File: src/logic/spcr_pkg.sv
// package of the serial port configuration register bank
// assumes an 8-bit byte access port from the serial control engine
package spcr_pkg;

    // register offsets
    localparam logic [11:0] SPCR_OFS_CONFIG   = 12'h0000;
    localparam logic [11:0] SPCR_OFS_PART_IDENTIFIER = 12'h0003;
    localparam logic [11:0] SPCR_OFS_BANK_SEL = 12'h0004;
    localparam logic [11:0] SPCR_OFS_TAG_LOW  = 12'h0005;
    localparam logic [11:0] SPCR_OFS_TAG_HIGH = 12'h0006;

    // field positions
    localparam int SPCR_POS_SOFT_RESET = 5;
    localparam int SPCR_POS_BANK_SEL   = 0;

    // reset values
    localparam logic [7:0] SPCR_RST_TAG_LOW  = 8'h00;
    localparam logic [7:0] SPCR_RST_TAG_HIGH = 8'h00;
    localparam logic       SPCR_RST_BANK_SEL = 1'b0;
    localparam logic [7:0] SPCR_RST_BYTE     = 8'h00;

    // arbitrary neutral identifier value, not any real part's code
    localparam logic [7:0] SPCR_PART_IDENTIFIER_VALUE = 8'h5A;

    // one byte access from the serial engine
    typedef struct packed {
        logic        wrEn;
        logic        rdEn;
        logic [11:0] addr;
        logic [7:0]  wrData;
    } spcr_req_type;

    // image held in nonvolatile storage
    typedef struct packed {
        logic [7:0] tagLow;
        logic [7:0] tagHigh;
        logic       bankSel;
    } spcr_nvm_type;

endpackage

File: src/logic/spcr_regs.sv
// serial port configuration register bank for I2C mode
// assumes the serial engine runs on clk and issues one-cycle byte requests
`timescale 1ns/1ps
`default_nettype none

module spcr_regs
    import spcr_pkg::*;
(
    input  wire logic         clk,
    input  wire logic         rstn,
    input  wire spcr_req_type req,
    input  wire logic         ioUpdate,
    input  wire logic         nvmLoadStrap,
    input  wire spcr_nvm_type nvmImage,
    output logic [7:0]        rdData,
    output logic              rdValid,
    output logic [15:0]       userTag,
    output logic              reloadPulse
);

    // ************************************************************
    // state
    // ************************************************************
    typedef struct packed {
        logic [7:0] tagLowBuf;
        logic [7:0] tagHighBuf;
        logic [7:0] tagLowAct;
        logic [7:0] tagHighAct;
        logic       bankSelBuf;
        logic       bankSelAct;
        logic       softRst;
        logic       reload;
        logic [7:0] rdData;
        logic       rdValid;
        logic       strapMeta;
        logic       strapSync;
    } spcr_state_type;

    spcr_state_type state_q;
    spcr_state_type state_d;
    logic           writeHit;
    logic           softReq;

    // ************************************************************
    // next state
    // ************************************************************
    // one process for all state; reload outranks a write in the same cycle
    always_comb begin
        state_d           = state_q;
        state_d.reload    = 1'b0;
        state_d.rdValid   = req.rdEn;
        state_d.strapMeta = nvmLoadStrap;
        state_d.strapSync = state_q.strapMeta;
        writeHit          = req.wrEn;
        softReq           = req.wrEn && req.addr == SPCR_OFS_CONFIG
                            && req.wrData[SPCR_POS_SOFT_RESET];

        // readback mux, unused bits stay zero
        state_d.rdData = SPCR_RST_BYTE;
        if (req.rdEn) begin
            unique case (req.addr)
                SPCR_OFS_CONFIG:
                    state_d.rdData[SPCR_POS_SOFT_RESET] = state_q.softRst;
                SPCR_OFS_PART_IDENTIFIER:
                    state_d.rdData = SPCR_PART_IDENTIFIER_VALUE;
                SPCR_OFS_BANK_SEL:
                    state_d.rdData[SPCR_POS_BANK_SEL] =
                        state_q.bankSelAct ? state_q.bankSelAct
                                           : state_q.bankSelBuf;
                SPCR_OFS_TAG_LOW:
                    state_d.rdData = state_q.bankSelAct ? state_q.tagLowAct
                                     : state_q.tagLowBuf;
                SPCR_OFS_TAG_HIGH:
                    state_d.rdData = state_q.bankSelAct ? state_q.tagHighAct
                                     : state_q.tagHighBuf;
                default:
                    state_d.rdData = SPCR_RST_BYTE;
            endcase
        end

        // buffer to active on update; bank select acts at once so that
        // software can always switch the readback view back
        if (ioUpdate) begin
            state_d.tagLowAct  = state_q.tagLowBuf;
            state_d.tagHighAct = state_q.tagHighBuf;
        end

        // writes; bits 7:6 and 4:0 of config are dropped, so the order
        // bit has no effect in this mode
        if (writeHit) begin
            unique case (req.addr)
                SPCR_OFS_CONFIG:
                    if (req.wrData[SPCR_POS_SOFT_RESET])
                        state_d.softRst = 1'b1;
                SPCR_OFS_BANK_SEL: begin
                    state_d.bankSelBuf = req.wrData[SPCR_POS_BANK_SEL];
                    state_d.bankSelAct = req.wrData[SPCR_POS_BANK_SEL];
                end
                SPCR_OFS_TAG_LOW:
                    state_d.tagLowBuf = req.wrData;
                SPCR_OFS_TAG_HIGH:
                    state_d.tagHighBuf = req.wrData;
                default: ; // identifier and holes ignore writes
            endcase
        end

        // soft reset: one cycle after the request, pick the source by strap
        if (state_q.softRst) begin
            // a new request in the clearing cycle wins over the self-clear
            state_d.softRst = softReq;
            state_d.reload  = 1'b1;
            if (state_q.strapSync) begin
                state_d.tagLowBuf  = nvmImage.tagLow;
                state_d.tagHighBuf = nvmImage.tagHigh;
                state_d.bankSelBuf = nvmImage.bankSel;
            end else begin
                state_d.tagLowBuf  = SPCR_RST_TAG_LOW;
                state_d.tagHighBuf = SPCR_RST_TAG_HIGH;
                state_d.bankSelBuf = SPCR_RST_BANK_SEL;
            end
            state_d.tagLowAct  = state_d.tagLowBuf;
            state_d.tagHighAct = state_d.tagHighBuf;
            state_d.bankSelAct = state_d.bankSelBuf;
        end
    end

    // ************************************************************
    // registers
    // ************************************************************
    // synchronous reset to defaults
    always_ff @(posedge clk) begin
        if (!rstn) begin
            state_q            <= '0;
            state_q.tagLowBuf  <= SPCR_RST_TAG_LOW;
            state_q.tagHighBuf <= SPCR_RST_TAG_HIGH;
            state_q.tagLowAct  <= SPCR_RST_TAG_LOW;
            state_q.tagHighAct <= SPCR_RST_TAG_HIGH;
            state_q.bankSelBuf <= SPCR_RST_BANK_SEL;
            state_q.bankSelAct <= SPCR_RST_BANK_SEL;
        end else begin
            state_q <= state_d;
        end
    end

    // outputs straight from flops; the active tag also feeds the readback mux
    assign rdData      = state_q.rdData;
    assign rdValid     = state_q.rdValid;
    assign userTag     = {state_q.tagHighAct, state_q.tagLowAct};
    assign reloadPulse = state_q.reload;
endmodule

`default_nettype wire

File: config.mk
export PLATFORM = sky130hd
export DESIGN_NAME = spcr_regs
export DESIGN_NICKNAME = d
export VERILOG_FILES = /design/src/logic/spcr_pkg.sv /design/src/logic/spcr_regs.sv
export SDC_FILE = /design/constraint.sdc
export NUM_CORES = 1
export LEC_CHECK = 0
export BUFFER_PORTS_ARGS = -buffer_cell sky130_fd_sc_hd__buf_2
export CORE_ASPECT_RATIO = 1.25
export CORE_MARGIN = 1
export CORE_UTILIZATION = 49
export CTS_BUF_LIST = sky130_fd_sc_hd__clkbuf_4 sky130_fd_sc_hd__clkbuf_8
export DETAILED_ROUTE_END_ITERATION = 10
export PLACE_DENSITY = 0.78
export SLEW_MARGIN = 20
export SYNTH_ARGS = -nofsm -noshare
export SYNTH_HDL_FRONTEND = slang
export SYNTH_SLANG_ARGS = --single-unit
File: constraint.sdc
create_clock -name clk -period 1.4 [get_ports clk]
set_input_delay 0.21 -clock clk [delete_from_list [all_inputs] [get_ports clk]]
set_output_delay 0.21 -clock clk [all_outputs]
set_load 0.1 [all_outputs]
==> results.sh <==
export IMPL_fin_crit_sh=0.9633
export IMPL_dr_pass1_iters=4
export IMPL_synth_cell_types=40
export IMPL_gp_congestion=0.8616
export IMPL_n_antenna_cell=0
export IMPL_hold_ws_ns=0.1207
export IMPL_critPathArrivalTime_ns=1.14
export IMPL_grt_setup_unrepaired="false"
export IMPL_clk_latency_ns=0.30
export IMPL_final_common_cell="buf_2"
export IMPL_die_area_um2=5661
export IMPL_cts_buffer_depth=2
export IMPL_finalClockSkew_ns=0.006145
export IMPL_period_minus_slack_ns=1.349
export IMPL_endpoint_kind="primary output"
export IMPL_ctsResizeCount=1
export IMPL_relSlewSlack=0.6741
export IMPL_ys_warn_count=0
export IMPL_vias=2232
export IMPL_cap_viol_max_count=0
export IMPL_crit_slowest_cell="buf_2"
export IMPL_dieHeight_um=83.87
export IMPL_layout_common_cells="buf_2, dfxtp_1, nor2_1"
export IMPL_cts_inserted_buffers=5
export IMPL_io_buffer_count=68
export IMPL_drive_gt1_frac=0.3994
export IMPL_critPathMaxFanout=3
export IMPL_crit_family="buffers and inverters"
export IMPL_synth_edf_count=0
export IMPL_min_path_type="input port to flip-flop"
export IMPL_synth_main_ff_cell="dfxtp_1"
export IMPL_final_area_um2=3129
export IMPL_wire_per_inst_um=15.71
export IMPL_cp_start_kind="flip-flop"
export IMPL_path_buf_inv=1
export IMPL_cts_tree="yes"
export IMPL_synth_seq_cells=46
export IMPL_dp_hpwl_mm=4.839
export IMPL_holdBufCountCts=0
export IMPL_syn_inst=281
export IMPL_syn_area_per_cell_um2=9.351
export IMPL_fp_row_count=29
export IMPL_postCtsSetupRepairBufs=0
export IMPL_yosysTopAreaCellShare=0.3505
export IMPL_die_w_um=67.50
export IMPL_dpl_cell_area_um2=3012
export IMPL_area_growth_synth_to_final_pct=19.10
export IMPL_fill_cells=455
export IMPL_cp_cell_sequence="buf_2"
export IMPL_yosys_area_top_type="dfxtp_1"
export IMPL_path_clk_slew_ns=0.09
export IMPL_maxSlewViolCount=0
export IMPL_critPathKind="flip-flop to primary output"
export IMPL_ir_drop_v=0.0006666
export IMPL_yosysSeqAreaShare=0.3505
export IMPL_initial_core_util=0.5136
export IMPL_status="finished, final reports clean"
export IMPL_pin_count=69
export IMPL_synthTopCellsByArea="dfxtp_1, mux2i_1, buf_4, mux2_2, a221oi_2"
export IMPL_cts_root_buf="clkbuf_8"
export IMPL_grt_pass1_vias=2180
export IMPL_track_usage=0.2437
export IMPL_p_per_area_nw_per_um2=817.0
export IMPL_worst_pin_slew_ns=0.4922
export IMPL_drt_wl_total_mm=6.284
export IMPL_grt_max_degree=34
export IMPL_antenna_found_initial=0
export IMPL_crit_required_ns=1.19
export IMPL_setup_viol=0
export IMPL_syn_num_nets=324
export IMPL_via_per_inst=5.580
export IMPL_drc_errors=0
export IMPL_grt_ovfl_total=0
export IMPL_drt_iter0_markers=99
export IMPL_postSynth_asyncResetShare=0
export IMPL_grt_pass1_wl_mm=10.40
export IMPL_core_region_area_um2=5116
export IMPL_syn_area_um2=2628
export IMPL_nNetsFinal=380
export IMPL_power_leakage_nw=1.380
export IMPL_fmax_mhz=741.5
export IMPL_hold_viol=0
export IMPL_cts_htree_levels=2
export IMPL_ant_nets=0
export IMPL_clkSinkCount=46
export IMPL_max_stage_delay_ns=0.45
## path summary, 6_finish.rpt
kind                            slack (ns)           to         start  depth (start not counted)
worst max-delay path                  0.05  userTag[14]   userTag[14]                          1
worst min register to register        0.44   state_q[0]    state_d[0]                          1
worst min-delay path                  0.12   state_d[0]  nvmLoadStrap                          2
worst max register to register        0.08    rdData[2]   state_q[14]                          4
## power by group
part	internal [mW]	leakage, nW	total, mW	switching [mW]
Combinational	0.113	0.950	0.259	0.145
Clock	0.526	0.0579	0.983	0.457
Sequential	1.31	0.372	1.32	0.00249
Total	1.95	1.38	2.56	0.605
## sequential cells by signal (all words and copies together), names as in the netlist
signal	cells
state_q	19
userTag	16
rdData	8
rdValid	1
reloadPulse	1
state_d	1
## through the flow
stage	util	std cells	power [mW]	setup TNS (ns)	setup slack, ns
floorplan	-	281	1.485	0	0.03424
global placement	0.5887	392	1.598	-0.06868	-0.01489
detailed placement	0.5887	392	1.603	-0.2368	-0.03789
CTS	0.6109	400	2.580	0	0.02783
global route	0.6116	400	2.652	0	0.02023
finish	0.6116	400	2.557	0	0.05137
## cell usage after synthesis (6+ instances only)
master    instances
nor2_1           26
mux2i_1          24
mux2_2           14
a221oi_2          8
buf_4            26
nand2_1          10
nor2b_1          15
a21oi_1           9
nand3_1           8
and3_1            8
buf_2            11
o21a_1           14
dfxtp_1          46
o21ai_0           9
clkbuf_1          6
a22oi_1           6
## kinds of logic after synthesis
logic type	share of synthesized area
AND/OR/NAND/NOR	0.2071
AO/OA/AOI/OAI	0.1652
buffers and inverters	0.1224
flip-flops	0.3505
multiplexers	0.1514
XOR/XNOR	0.003334
## layer usage
layer	track usage	routed length, µm	part of all wire
met1	0.2953	2591	0.41
met5	0	0	0
met2	0.3951	3198	0.51
met4	0.1141	201	0.032
met3	0.05464	293	0.047
## layout make-up
cell class              instances  area (µm²)  area share
clock buffers                   5       68.82     0.02199
clock inverters                 3       40.04     0.01279
inverters                       2       7.507    0.002399
multi-input cells             185        1390      0.4442
flip-flops and latches         46       922.1      0.2947
well taps                      62       77.57     0.02479
repair buffers                 97       623.1      0.1991
(Power assumes the default switching activity.)
